$ cat config.mk
export PLATFORM = sky130hd
export DESIGN_NAME = sbc_slip_buffer_control
export DESIGN_NICKNAME = d
export VERILOG_FILES = /design/src/hdl/sbc_pkg.sv /design/src/hdl/sbc_edge.sv /design/src/hdl/sbc_slip_buffer_control.sv
export SDC_FILE = /design/constraint.sdc
export NUM_CORES = 1
export LEC_CHECK = 0
export ABC_AREA = 1
export BUFFER_PORTS_ARGS = -buffer_cell sky130_fd_sc_hd__clkbuf_2
export CAP_MARGIN = 5
export CORE_MARGIN = 2
export CORE_UTILIZATION = 58
export DETAILED_ROUTE_END_ITERATION = 16
export PLACE_DENSITY = 0.93
export SYNTH_ARGS = -nofsm -noshare
export SYNTH_HDL_FRONTEND = slang
export SYNTH_SLANG_ARGS = --single-unit
$ cat constraint.sdc
create_clock -name clk -period 2.9 [get_ports clk]
set_clock_uncertainty 0.05 [all_clocks]
set_input_delay 0.29 -clock clk [delete_from_list [all_inputs] [get_ports clk]]
set_output_delay 0.29 -clock clk [all_outputs]
set_load 0.05 [all_outputs]
$ cat src/hdl/sbc_pkg.sv
package sbc_pkg;

    // Register offsets
    localparam logic [15:0] SLIP_BUFFER_CONTROL_ADDR = 16'h0116;
    localparam logic [15:0] FIFO_LATENCY_ADDR = 16'h0117;
    localparam logic [15:0] STATUS_ADDR = 16'h0118;

    // Slip buffer control field positions
    localparam int TX_FIFO_BIT = 7;
    localparam int FORCE_FREEZE_BIT = 4;
    localparam int SLIP_FREEZE_BIT = 3;
    localparam int SYNC_DIR_BIT = 2;

    // Reset values
    localparam logic [7:0] SLIP_BUFFER_CONTROL_RESET = 8'h05;
    localparam logic [4:0] FIFO_LATENCY_RESET = 5'h04;

    // Receive buffer mode encodings
    localparam logic [1:0] RX_MODE_BYPASS0 = 2'h0;
    localparam logic [1:0] RX_MODE_SLIP = 2'h1;
    localparam logic [1:0] RX_MODE_FIFO = 2'h2;
    localparam logic [1:0] RX_MODE_BYPASS3 = 2'h3;

    // Multiframe length in rx serial clock periods
    localparam logic [12:0] MULTIFRAME_BITS = 13'h1000;

    typedef struct packed {
        logic tx_buffer_fifo_select;
        logic force_signaling_freeze;
        logic slip_freeze_enable;
        logic rx_sync_direction;
        logic [1:0] rx_buffer_mode;
        logic [4:0] fifo_latency;
    } sbc_cfg_type;

    typedef struct packed {
        logic [15:0] addr;
        logic [7:0] wdata;
        logic wr;
        logic rd;
    } sbc_bus_type;

endpackage

$ cat src/hdl/sbc_edge.sv
`timescale 1ns/10ps
`default_nettype none

module sbc_edge (
    // Clock and reset
    input wire logic clk,
    input wire logic reset,
    // Asynchronous input and its rising edge
    input wire logic async_in,
    output logic level,
    output logic rise
);

    typedef struct packed {
        logic s1;
        logic s2;
        logic s3;
    } sbc_edge_state_type;

    sbc_edge_state_type st_r;
    sbc_edge_state_type st_nxt;

    always_comb begin
        st_nxt = st_r;
        st_nxt.s1 = async_in;
        st_nxt.s2 = st_r.s1;
        st_nxt.s3 = st_r.s2;
    end

    always_ff @(posedge clk) begin
        if (reset) begin
            st_r <= '0;
        end else begin
            st_r <= st_nxt;
        end
    end

    assign level = st_r.s2;
    assign rise = st_r.s2 & ~st_r.s3;

endmodule // sbc_edge

`default_nettype wire

$ cat src/hdl/sbc_slip_buffer_control.sv
// Added by the designer: strobed register access.
`timescale 1ns/10ps
`default_nettype none

module sbc_slip_buffer_control (
    // Clock and reset
    input wire logic clk,
    input wire logic reset,
    // Register port
    input wire logic [15:0] addr,
    input wire logic [7:0] wdata,
    input wire logic wr,
    input wire logic rd,
    output logic [7:0] rdata,
    // Receive side events and clock
    input wire logic rx_serial_clock_in,
    input wire logic rx_slip_event,
    // Pin directions, high means device drives the pin
    output logic rx_serial_clock_oe,
    output logic rx_frame_boundary_oe,
    output logic tx_serial_clock_oe,
    // Configuration to the elastic stores
    output logic tx_buffer_fifo_select,
    output logic rx_buffer_bypass,
    output logic rx_buffer_fifo,
    output logic [4:0] rx_latency,
    output logic [4:0] tx_latency,
    // Signaling update permission
    output logic signaling_update_enable
);

    typedef struct packed {
        sbc_pkg::sbc_cfg_type cfg;
        logic slip_freeze;
        logic slip_pending;
        logic [12:0] mf_count;
        logic [7:0] rdata;
        logic rx_serial_clock_oe;
        logic rx_frame_boundary_oe;
        logic tx_serial_clock_oe;
        logic tx_fifo;
        logic rx_bypass;
        logic rx_fifo;
        logic [4:0] rx_latency;
        logic [4:0] tx_latency;
        logic update_enable;
    } sbc_state_type;

    sbc_state_type st_r;
    sbc_state_type st_nxt;
    logic rx_clk_level;
    logic rx_clk_rise;
    logic slip_level;
    logic slip_rise;

    // Rx serial clock sampled and edge detected
    sbc_edge u_rx_clk (
        .clk(clk),
        .reset(reset),
        .async_in(rx_serial_clock_in),
        .level(rx_clk_level),
        .rise(rx_clk_rise)
    );

    // Slip indication from the receive store domain
    sbc_edge u_slip (
        .clk(clk),
        .reset(reset),
        .async_in(rx_slip_event),
        .level(slip_level),
        .rise(slip_rise)
    );

    function automatic sbc_pkg::sbc_cfg_type cfg_reset();
        sbc_pkg::sbc_cfg_type c;
        c.tx_buffer_fifo_select = sbc_pkg::SLIP_BUFFER_CONTROL_RESET[sbc_pkg::TX_FIFO_BIT];
        c.force_signaling_freeze = sbc_pkg::SLIP_BUFFER_CONTROL_RESET[sbc_pkg::FORCE_FREEZE_BIT];
        c.slip_freeze_enable = sbc_pkg::SLIP_BUFFER_CONTROL_RESET[sbc_pkg::SLIP_FREEZE_BIT];
        c.rx_sync_direction = sbc_pkg::SLIP_BUFFER_CONTROL_RESET[sbc_pkg::SYNC_DIR_BIT];
        c.rx_buffer_mode = sbc_pkg::SLIP_BUFFER_CONTROL_RESET[1:0];
        c.fifo_latency = sbc_pkg::FIFO_LATENCY_RESET;
        return c;
    endfunction

    function automatic logic [7:0] control_word(sbc_pkg::sbc_cfg_type c);
        logic [7:0] w;
        w = 8'h00;
        w[sbc_pkg::TX_FIFO_BIT] = c.tx_buffer_fifo_select;
        w[sbc_pkg::FORCE_FREEZE_BIT] = c.force_signaling_freeze;
        w[sbc_pkg::SLIP_FREEZE_BIT] = c.slip_freeze_enable;
        w[sbc_pkg::SYNC_DIR_BIT] = c.rx_sync_direction;
        w[1:0] = c.rx_buffer_mode;
        return w;
    endfunction

    logic bypass_c;
    logic fifo_c;

    always_comb begin
        st_nxt = st_r;
        st_nxt.rdata = 8'h00;

        // Register writes
        if (wr) begin
            case (addr)
                sbc_pkg::SLIP_BUFFER_CONTROL_ADDR: begin
                    st_nxt.cfg.tx_buffer_fifo_select = wdata[sbc_pkg::TX_FIFO_BIT];
                    st_nxt.cfg.force_signaling_freeze = wdata[sbc_pkg::FORCE_FREEZE_BIT];
                    st_nxt.cfg.slip_freeze_enable = wdata[sbc_pkg::SLIP_FREEZE_BIT];
                    st_nxt.cfg.rx_sync_direction = wdata[sbc_pkg::SYNC_DIR_BIT];
                    st_nxt.cfg.rx_buffer_mode = wdata[1:0];
                end
                sbc_pkg::FIFO_LATENCY_ADDR: begin
                    st_nxt.cfg.fifo_latency = wdata[4:0];
                end
                default: begin
                end
            endcase
        end

        // Register reads, data one cycle later
        if (rd) begin
            case (addr)
                sbc_pkg::SLIP_BUFFER_CONTROL_ADDR: st_nxt.rdata = control_word(st_r.cfg);
                sbc_pkg::FIFO_LATENCY_ADDR: st_nxt.rdata = {3'h0, st_r.cfg.fifo_latency};
                sbc_pkg::STATUS_ADDR: begin
                    st_nxt.rdata = {5'h00, st_r.slip_pending, st_r.slip_freeze,
                                    st_r.update_enable};
                end
                default: st_nxt.rdata = 8'h00;
            endcase
        end

        // Slip freeze lasts one multiframe of rx serial clocks; a new slip restarts it
        if (st_r.slip_freeze && rx_clk_rise) begin
            if (st_r.mf_count == 13'h0001) begin
                st_nxt.slip_freeze = 1'b0;
            end
            st_nxt.mf_count = st_r.mf_count - 13'h0001;
        end
        if (!st_r.cfg.slip_freeze_enable) begin
            st_nxt.slip_freeze = 1'b0;
        end
        if (slip_rise && st_r.cfg.slip_freeze_enable) begin
            st_nxt.slip_freeze = 1'b1;
            st_nxt.mf_count = sbc_pkg::MULTIFRAME_BITS;
        end
        st_nxt.slip_pending = slip_level;

        // Both freezes must end before updates resume
        st_nxt.update_enable = ~st_nxt.cfg.force_signaling_freeze
                               & ~st_nxt.slip_freeze;

        bypass_c = (st_nxt.cfg.rx_buffer_mode == sbc_pkg::RX_MODE_BYPASS0)
                   || (st_nxt.cfg.rx_buffer_mode == sbc_pkg::RX_MODE_BYPASS3);
        fifo_c = (st_nxt.cfg.rx_buffer_mode == sbc_pkg::RX_MODE_FIFO);
        st_nxt.rx_bypass = bypass_c;
        st_nxt.rx_fifo = fifo_c;
        st_nxt.rx_serial_clock_oe = bypass_c;
        if (bypass_c) begin
            st_nxt.rx_frame_boundary_oe = 1'b1;
        end else begin
            st_nxt.rx_frame_boundary_oe = ~st_nxt.cfg.rx_sync_direction;
        end

        // Tx serial clock always an input to the elastic store
        st_nxt.tx_serial_clock_oe = 1'b0;
        st_nxt.tx_fifo = st_nxt.cfg.tx_buffer_fifo_select;
        st_nxt.tx_latency = st_nxt.cfg.tx_buffer_fifo_select ?
                            st_nxt.cfg.fifo_latency : 5'h00;
        st_nxt.rx_latency = fifo_c ? st_nxt.cfg.fifo_latency : 5'h00;
    end

    always_ff @(posedge clk) begin
        if (reset) begin
            st_r.cfg <= cfg_reset();
            st_r.slip_freeze <= 1'b0;
            st_r.slip_pending <= 1'b0;
            st_r.mf_count <= 13'h0000;
            st_r.rdata <= 8'h00;
            st_r.rx_serial_clock_oe <= 1'b0;
            st_r.rx_frame_boundary_oe <= 1'b0;
            st_r.tx_serial_clock_oe <= 1'b0;
            st_r.tx_fifo <= 1'b0;
            st_r.rx_bypass <= 1'b0;
            st_r.rx_fifo <= 1'b0;
            st_r.rx_latency <= 5'h00;
            st_r.tx_latency <= 5'h00;
            st_r.update_enable <= 1'b1;
        end else begin
            st_r <= st_nxt;
        end
    end

    assign rdata = st_r.rdata;
    assign rx_serial_clock_oe = st_r.rx_serial_clock_oe;
    assign rx_frame_boundary_oe = st_r.rx_frame_boundary_oe;
    assign tx_serial_clock_oe = st_r.tx_serial_clock_oe;
    assign tx_buffer_fifo_select = st_r.tx_fifo;
    assign rx_buffer_bypass = st_r.rx_bypass;
    assign rx_buffer_fifo = st_r.rx_fifo;
    assign rx_latency = st_r.rx_latency;
    assign tx_latency = st_r.tx_latency;
    assign signaling_update_enable = st_r.update_enable;

endmodule // sbc_slip_buffer_control

`default_nettype wire

Yosys cells after proc, flatten, opt, wreduce, memory -nomap -nowiden
Cells that the tools add are included.
{ "word_totals": {"ff_bits": 54, "output_inout_bits": 25} }
{ "classes": {"add_sub_neg": 1, "eq_ne": 6, "muxes": 11, "bitwise": 11, "reduce_logical": 10} }
{ "op_table": {"columns": ["cell", "n"], "rows": [
  ["16-bit by 9-bit equality test with 1-bit output, second input constant", 3],
  ["13-bit two-way mux", 2],
  ["8-bit case mux with 3 select lines", 1],
  ["13-bit by 1-bit equality test with 1-bit output, second input constant", 1],
  ["13-bit by 1-bit subtractor with 13-bit output, second input constant", 1],
  ["11-bit two-way mux", 1],
  ["1-bit NOT", 8],
  ["2-bit OR reduction", 4],
  ["6-bit two-way mux", 1],
  ["1-bit two-way mux", 5],
  ["5-bit two-way mux", 1],
  ["2-bit equality test, second input constant", 2],
  ["1-bit bitwise AND", 3],
  ["1-bit logical AND", 2],
  ["2-bit zero test", 1],
  ["2-bit AND reduction", 1],
  ["2-bit nonzero test", 1],
  ["1-bit logical OR", 1]
]} }

Logic depth before layout (Yosys ltp)
Gate-level depths: netlist of run 1.
{ "depth": {"ltp_word": 8, "mapped_depth": 11} }

Cells and area by module
From an unflattened synthesis of run 1, not the netlist that was laid out.
{ "hier_totals": {"hier_cells": 332, "hier_area_um2": 2427.3} }
{ "modules_own_cells": {"columns": ["module", "instances", "cells_each", "area_per_inst_um2", "seq_area_each_um2"], "rows": [
  ["sbc_slip_buffer_control", 1, 312, 2254.7, 920.9],
  ["sbc_edge", 2, 10, 86.3, 60.1]
]} }

Worst setup path before layout of run 1
No wires, ideal clock.
{ "synth_path": {"path_kind": "input to register", "startpoint": "input port addr[5]", "endpoint": "register, netlist name rx_frame_boundary_oe", "arrival_time_ns": 1.401, "slack_ns": 1.333, "cell_stages": 10, "n_path_buf": 0, "path_cell_list": "inv_1 -> nand2_2 -> nor2_8 -> nand2_4 -> nor2_8 -> nand4_1 -> and2_1 -> ha_1 -> nand2_1 -> nand2_1"} }
{ "synth_via": {"elab_chain_len": 6, "elab_cells_between_ends": 8, "classes_between": "eq/ne: 2; mux: 3; bitwise: 1; reduce/logical: 2"} }
{ "synth_lines": {"columns": ["element", "line", "rtl"], "rows": [
  ["start: declaration", "sbc_slip_buffer_control.sv:10", "input wire logic [15:0] addr,"],
  ["16-bit by 9-bit equality test with 1-bit output (*)", "sbc_slip_buffer_control.sv:105", "case (addr)"],
  ["6-bit two-way mux (*)", "sbc_slip_buffer_control.sv:105", null],
  ["11-bit two-way mux (*)", "sbc_slip_buffer_control.sv:104", "if (wr) begin"],
  ["2-bit equality test / 2-bit zero test (equally long branches)", "sbc_slip_buffer_control.sv:155, sbc_slip_buffer_control.sv:154", null],
  ["1-bit logical OR (*)", "sbc_slip_buffer_control.sv:155", "|| (st_nxt.cfg.rx_buffer_mode == sbc_pkg::RX_MODE_BYPASS3);"],
  ["named net bypass_c", "sbc_slip_buffer_control.sv:96", "logic bypass_c;"],
  ["1-bit two-way mux (*)", "sbc_slip_buffer_control.sv:160", "if (bypass_c) begin"]
]} }
Mark *: on every way through the listed nets, which the timed path passes. The rest lies on a longest branch.
A chain may end at the register's enable or synchronous reset.

Final worst setup path of run 1
{ "layout_path": {"startpoint": "input port addr[5]", "endpoint": "register, netlist name rx_frame_boundary_oe"} }
{ "layout_via": {"elab_chain_len": 6, "elab_cells_between_ends": 8, "classes_between": "eq/ne: 2; mux: 3; bitwise: 1; reduce/logical: 2"} }
{ "layout_lines": {"columns": ["element", "line"], "rows": [
  ["16-bit by 9-bit equality test with 1-bit output (*)", "sbc_slip_buffer_control.sv:105"],
  ["6-bit two-way mux (*)", "sbc_slip_buffer_control.sv:105"],
  ["11-bit two-way mux (*)", "sbc_slip_buffer_control.sv:104"],
  ["2-bit equality test / 2-bit zero test (equally long branches)", "sbc_slip_buffer_control.sv:155, sbc_slip_buffer_control.sv:154"],
  ["1-bit logical OR (*)", "sbc_slip_buffer_control.sv:155"],
  ["named net bypass_c", "sbc_slip_buffer_control.sv:96"],
  ["1-bit two-way mux (*)", "sbc_slip_buffer_control.sv:160"]
]} }
Marks and branches as above.

==> metrics.csv, run 1 <==
stage,metric,value,unit
status,status,finished clean,
cts,H-tree level count,2,
cells_and_area,layout cells sized above 1,23.4,%
place,Port Buffers,49,
critical_path,"delay-heaviest family, CP",simple AND/OR/NAND/NOR gates,
cts,hold-fix buffers at CTS,0,
timing,worst hold margin,0.118,ns
synthesis,cell type with the largest total area after synthesis,dfxtp_1,
power_and_ir_drop,Comb power frac,5.6,%
critical_path,Crit. End Element,flip-flop,
critical_path,ordered list of cells on the worst path,clkbuf_2 -> inv_1 -> nand2_2 -> nor2_8 -> nand2_4 -> nor2_8 -> nand4_1 -> and2_1 -> ha_1 -> nand2_1 -> nand2_1,
grt,global route overflow,0,
route,DR vias,2037,
critical_path,origin of the critical flop-to-flop path,st_r[39],
route,# DRC,0,
power_and_ir_drop,sequential share of power,58.2,%
cts,quantity of gates resized following cts,0,
synthesis,Yosys top cell area share,41.9,%
route,final WL,4.53,mm
cts,Longest Clk Path Bufs,2,
grt,total track usage,21.3,%
grt,first-pass GRT wire length,7.51,mm
cts,TritonCTS clock tree,built,
route,ANT nets after route,0,
floorplanning,Die Ht,68.8,um
synthesis,Synth async-reset ratio,0,%
floorplanning,cell row count,23,
route,Vias per Instance,4.92,
floorplanning,die span in x,68.8,um
critical_path,CP max-delay cell,ha_1,
critical_path,R2R depth,8,
cts,Post-CTS Setup Inserts,0,
grt,largest net degree at the start of global routing,18,
cells_and_area,diodes inserted,0,
synthesis,sequential-to-total area share from yosys stat,41.9,%
timing,sum of negative setup slack,0,ns
place,Detail Placement HPWL,3.49,mm
critical_path,critical path required time,3.06,ns
power_and_ir_drop,leakage,1.38,nW
critical_path,WP data arrival,1.75,ns
cts,clock sinks,51,
floorplanning,Ports,55,
grt,vias in the first global route,1816,
cts,clk_lat worst skew,0.30,ns
min_path,Worst Hold Class,primary input to flip-flop,
floorplanning,initial core utilization,60.5,%
synthesis,synth warn,0,
synthesis,"EDFF count, synth",0,
synthesis,Yosys cell types,34,
power_and_ir_drop,Sw Share,22.2,%
timing,period utilisation layout,55.1,%
synthesis,top_reg_cell synth,dfxtp_1,
cts,root buf cell,clkbuf_8,
cts,Clock transition at path regs,0.09,ns
synthesis,instance count of the mapped netlist,330,
route,DR pass1 iterations,4,
critical_path,Crit path depth,11,
power_and_ir_drop,peak supply drop,0.230,mV
power_and_ir_drop,Internal,941,uW
cells_and_area,Layout area overhead,9.81,%
floorplanning,Placeable Area,0.00403,sq mm
grt,initial antenna violation count,0,
power_and_ir_drop,PwrDens,452,mW/mm^2
critical_path,"Buf+Inv Stages, Crit Path",2,
cts,Inserted Clock Buffers,5,
power_and_ir_drop,Clock power frac,36.3,%
timing,Pins Over Slew Limit,0,
timing,Finish-stage setup viols,0,
cells_and_area,most frequent cells in the layout,"nor2_1 (53), nand2_1 (53), inv_1 (51), dfxtp_1 (51), clkbuf_2 (49)",
critical_path,Critical Path Max Stage Delay,0.30,ns
cells_and_area,fin nets,396,
critical_path,Worst Path Max Fanout,17,
timing,Tmin final,1.60,ns
cells_and_area,fillers,337,
critical_path,startpoint class of the critical path,primary input,
timing,Fmax,626,MHz
min_path,Worst Hold Path Cells,3,
route,drt wl/cell,10.9,um
min_path,Hold Crit Start,rx_serial_clock_in,
synthesis,"FF+latch count, synth",51,
floorplanning,die area,0.00473,sq mm
synthesis,Mean Syn Cell Area,7.38,sq um
synthesis,"top cells by area, synth","dfxtp_1 (42%), nand2_1 (8.2%), nor2_1 (8.2%), inv_1 (7.9%), buf_4 (6.2%)",
critical_path,Setup CP Type,primary input to flip-flop,
critical_path,Worst Setup SP,addr[5],
route,DRT iter0 DRCs,114,
timing,Final Hold Vio Count,0,
place,RePlAce Congestion,0.825,
synthesis,Post-Syn Area,0.00244,sq mm
timing,RSZ-0062 raised after global routing,no,
power_and_ir_drop,Net Switching,269,uW
run,maximum capacitance violations,0,
stage by stage:
step	instance area [sq um]	setup WS [ns]	util, %	std cells	power [mW]
floorplan	2440	1.33	-	332	0.763
global placement	2570	1.05	63.8	406	0.786
detailed placement	2570	0.974	63.8	406	0.788
CTS	2680	1.29	66.4	414	1.22
global route	2680	1.18	66.4	414	1.25
finish	2680	1.30	66.4	414	1.21
worst paths after layout:
kind,to,slack [ns]
max reg2reg,st_r[33],1.49
min,u_rx_clk.st_nxt[1],0.12
max,rx_frame_boundary_oe,1.30
min reg2reg,u_rx_clk.level,0.36
routing by layer:
layer	GRT usage, %	routed length [um]
met1	26.0	1970
met2	37.0	2210
met3	4.71	290
met4	7.35	61
met5	0	0
sequential cells by signal, indices dropped and copies added (netlist names):
register and flops:
rdata 6, rx_buffer_bypass 1, rx_buffer_fifo 1, rx_frame_boundary_oe 1
rx_latency 5, signaling_update_enable 1, st_r 24, tx_buffer_fifo_select 1
tx_latency 5, u_rx_clk.level 1, u_rx_clk.st_nxt 1, u_rx_clk.st_r 1
u_slip.level 1, u_slip.st_nxt 1, u_slip.st_r 1
worst register-to-register path, delay by kind of cell, from the launching register on:
family,cells,cell delay [ns]
flops,1,0.38
compound gates,1,0.12
simple gates,7,0.80
cell type report:
class	count	area, sq um	area share, %
Multi-Input combinational cell	200	1030	38.6
Sequential cell	51	1020	38.2
Timing Repair Buffer	49	245	9.17
Inverter	56	210	7.86
Clock buffer	7	96.3	3.60
Tap cell	50	62.6	2.34
Clock inverter	1	7.51	0.281
cell usage after synthesis, types with 2 or more instances:
cell type	n
a21oi_1	14
buf_2	3
buf_4	20
clkinv_1	2
dfxtp_1	51
ha_1	3
inv_1	51
inv_2	3
nand2_1	53
nand2_2	6
nand2_4	2
nand3_1	23
nand3_2	2
nand4_1	6
nor2_1	53
nor2_2	2
nor2_4	3
nor2_8	2
nor3_1	4
o21ai_0	7
o21ai_1	4
o21ai_2	4
power by group through the flow:
stage	Clock (mW)	Sequential, mW	Combinational (mW)
finish	0.439	0.704	0.0672
CTS	0.451	0.704	0.0674
global route	0.471	0.705	0.0746
floorplan	0	0.721	0.0426
detailed placement	0	0.721	0.0669
global placement	0	0.721	0.0653
cell families after synthesis:
| logic type | Yosys count | share of synthesized area (%) |
|---|---|---|
| and+or+nand+nor | 163 | 33.2 |
| DFF | 51 | 41.9 |
| adders and majority gates | 3 | 1.54 |
| buffers and inverters | 81 | 16.0 |
| other | 1 | 0.154 |
| AOI/OAI and AO/OA | 31 | 7.19 |
No activity file was read; power rests on OpenSTA's default activity.
==> inputs of run 2 (changes only) <==
--- a/config.mk
+++ b/config.mk
@@ -9,9 +9,9 @@
 export BUFFER_PORTS_ARGS = -buffer_cell sky130_fd_sc_hd__clkbuf_2
 export CAP_MARGIN = 5
 export CORE_MARGIN = 2
-export CORE_UTILIZATION = 58
+export CORE_UTILIZATION = 48
 export DETAILED_ROUTE_END_ITERATION = 16
-export PLACE_DENSITY = 0.93
+export PLACE_DENSITY = 0.83
 export SYNTH_ARGS = -nofsm -noshare
 export SYNTH_HDL_FRONTEND = slang
 export SYNTH_SLANG_ARGS = --single-unit
==> constraint.sdc (replaced) <==
create_clock -name clk -period 1.4 [get_ports clk]
set_clock_uncertainty 0.05 [all_clocks]
set_input_delay 0.14 -clock clk [delete_from_list [all_inputs] [get_ports clk]]
set_output_delay 0.14 -clock clk [all_outputs]
set_load 0.05 [all_outputs]
==> run 2 against run 1 <==
Compared with the run above: critical path type is now flip-flop to flip-flop; hold slack worse by 0.058 ns; largest power group unchanged; clock power grew 110%; largest cell class unchanged; critical endpoint is now signaling_update_enable; die area increased by 20%; routed wire length grew 11%; cell count grew 10%; highest routed layer unchanged; sequential share of layout area fell by 3.4 points; global-route usage decreased by 2.1 points.
==> metrics.csv, run 2 (synthesis gave the netlist of run 1 again) <==
stage,metric,value,unit
grt,initial antenna violation count,0,
route,final WL,5.01,mm
cells_and_area,Largest Register,st_r,
cells_and_area,fillers,446,
grt,vias in the first global route,1982,
critical_path,Worst Path Max Fanout,3,
cts,Longest Clk Path Bufs,2,
floorplanning,Die Ht,75.2,um
cts,clk_lat worst skew,0.31,ns
cts,Inserted Clock Buffers,5,
floorplanning,die area,0.00566,sq mm
cells_and_area,diodes inserted,0,
cts,root buf cell,clkbuf_8,
critical_path,R2R depth,10,
route,ANT nets after route,0,
route,# DRC,0,
power_and_ir_drop,PwrDens,858,mW/mm^2
cells_and_area,most frequent cells in the layout,"nand2_1 (52), clkbuf_2 (49), nor2_1 (48), inv_1 (48), dfxtp_1 (47)",
min_path,Worst Hold Class,primary input to flip-flop,
grt,largest net degree at the start of global routing,15,
place,RePlAce Congestion,0.893,
critical_path,Setup CP Type,flip-flop to flip-flop,
critical_path,R2R Setup Slk,0.05,ns
route,DR vias,2119,
cts,clock sinks,51,
timing,Tmin final,1.35,ns
cells_and_area,Final Util,61.2,%
cells_and_area,post-route cell area,0.00295,sq mm
floorplanning,die span in x,75.2,um
place,Detail Placement HPWL,3.96,mm
timing,Final Hold Vio Count,0,
timing,Pins Over Slew Limit,0,
cts,TritonCTS clock tree,built,
timing,worst hold margin,0.0601,ns
power_and_ir_drop,leakage,1.52,nW
timing,Fmax,740,MHz
min_path,Worst Hold Path Cells,3,
grt,first-pass GRT wire length,8.32,mm
cells_and_area,Layout area overhead,21.1,%
critical_path,critical path required time,1.60,ns
critical_path,WP data arrival,1.55,ns
grt,global route overflow,0,
place,post-placement cell area,0.00275,sq mm
cells_and_area,fin nets,421,
timing,fin worst setup slack,0.0488,ns
place,Port Buffers,49,
min_path,WHS Endpoint,st_r[42],
cells_and_area,max reg flops,24,
timing,Finish-stage setup viols,0,
power_and_ir_drop,peak supply drop,0.386,mV
timing,sum of negative setup slack,0,ns
grt,total track usage,19.2,%
timing,RSZ-0062 raised after global routing,yes,
cts,Clock transition at path regs,0.08,ns
cts,H-tree level count,2,
floorplanning,cell row count,25,
cells_and_area,layout cells sized above 1,32.4,%
cells_and_area,"most common cell after layout, fill and taps aside",nand2_1,
floorplanning,initial core utilization,50.6,%
min_path,Hold Crit Start,wdata[2],
route,DR pass1 iterations,4,
place,dpl ws,-0.189,ns
critical_path,startpoint class of the critical path,flip-flop,
floorplanning,Ports,55,
cells_and_area,biggest regs,"st_r (24), rdata (6)",
floorplanning,Placeable Area,0.00482,sq mm
route,drt wl/cell,11.0,um
route,Vias per Instance,4.65,
status,status,finished clean,
route,DRT iter0 DRCs,103,
run,maximum capacitance violations,0,
critical_path,origin of the critical flop-to-flop path,st_r[26],
critical_path,r2r endpoint,signaling_update_enable,
timing,period utilisation layout,96.5,%
critical_path,Crit. End Element,flip-flop,
-- run 2: power breakdown --
group | switching [mW] | internal [mW]
Clock | 0.452 | 0.451
Combinational | 0.103 | 0.0659
Sequential | 0.00284 | 1.46
-- run 2: metrics by stage --
step	power (mW)	std cells
finish	2.53	456
global route	2.61	456
CTS	2.55	453
detailed placement	1.66	442
global placement	1.65	442
floorplan	1.58	332
-- run 2: timing repair --
item,CTS,global route
hold buffers,2,0
pin swaps,1,5
gates resized for setup,1,19
endpoints found under the setup margin,1,20
setup buffers,1,3
hold endpoints to repair,2,0
-- run 2: cell type report --
type,count,area [sq um],area share [%]
Tap cell,67,83.8,2.84
Sequential cell,51,1030,34.8
Clock buffer,8,100,3.39
Multi-Input combinational cell,200,1090,37.0
Timing Repair Buffer,74,438,14.8
Inverter,56,210,7.12
-- run 2: worst max-delay path, cell delays in order (launching register included) --
cell and delay, ns:
dfxtp_2 0.33, inv_2 0.05, ha_2 0.15, inv_1 0.03, nor2_1 0.09, nand2_1 0.07
nor2_1 0.13, nand2_1 0.08, a21oi_2 0.16, nand3_1 0.09, nand2_1 0.06
-- run 2: worst max path at each step --
stage                         from                       to  slack [ns]  cells past startpoint
after floorplan            addr[9]     rx_frame_boundary_oe       0.005                     10
after global placement     addr[9]            rx_latency[1]       -0.14                     11
after detailed placement  addr[10]            rx_latency[1]       -0.19                     11
after CTS                 st_r[25]                 st_r[33]       0.008                      8
after global routing      st_r[26]  signaling_update_enable        -0.1                     10
final                     st_r[26]  signaling_update_enable        0.05                     10
-- run 2: routing by layer --
metal	vias up	routed length, um	global-route usage, %
met3	5	330	4.55
met1	935	2120	24.2
li1	1110	-	-
met4	0	74	7.80
met2	69	2490	31.9
met5	-	0	0
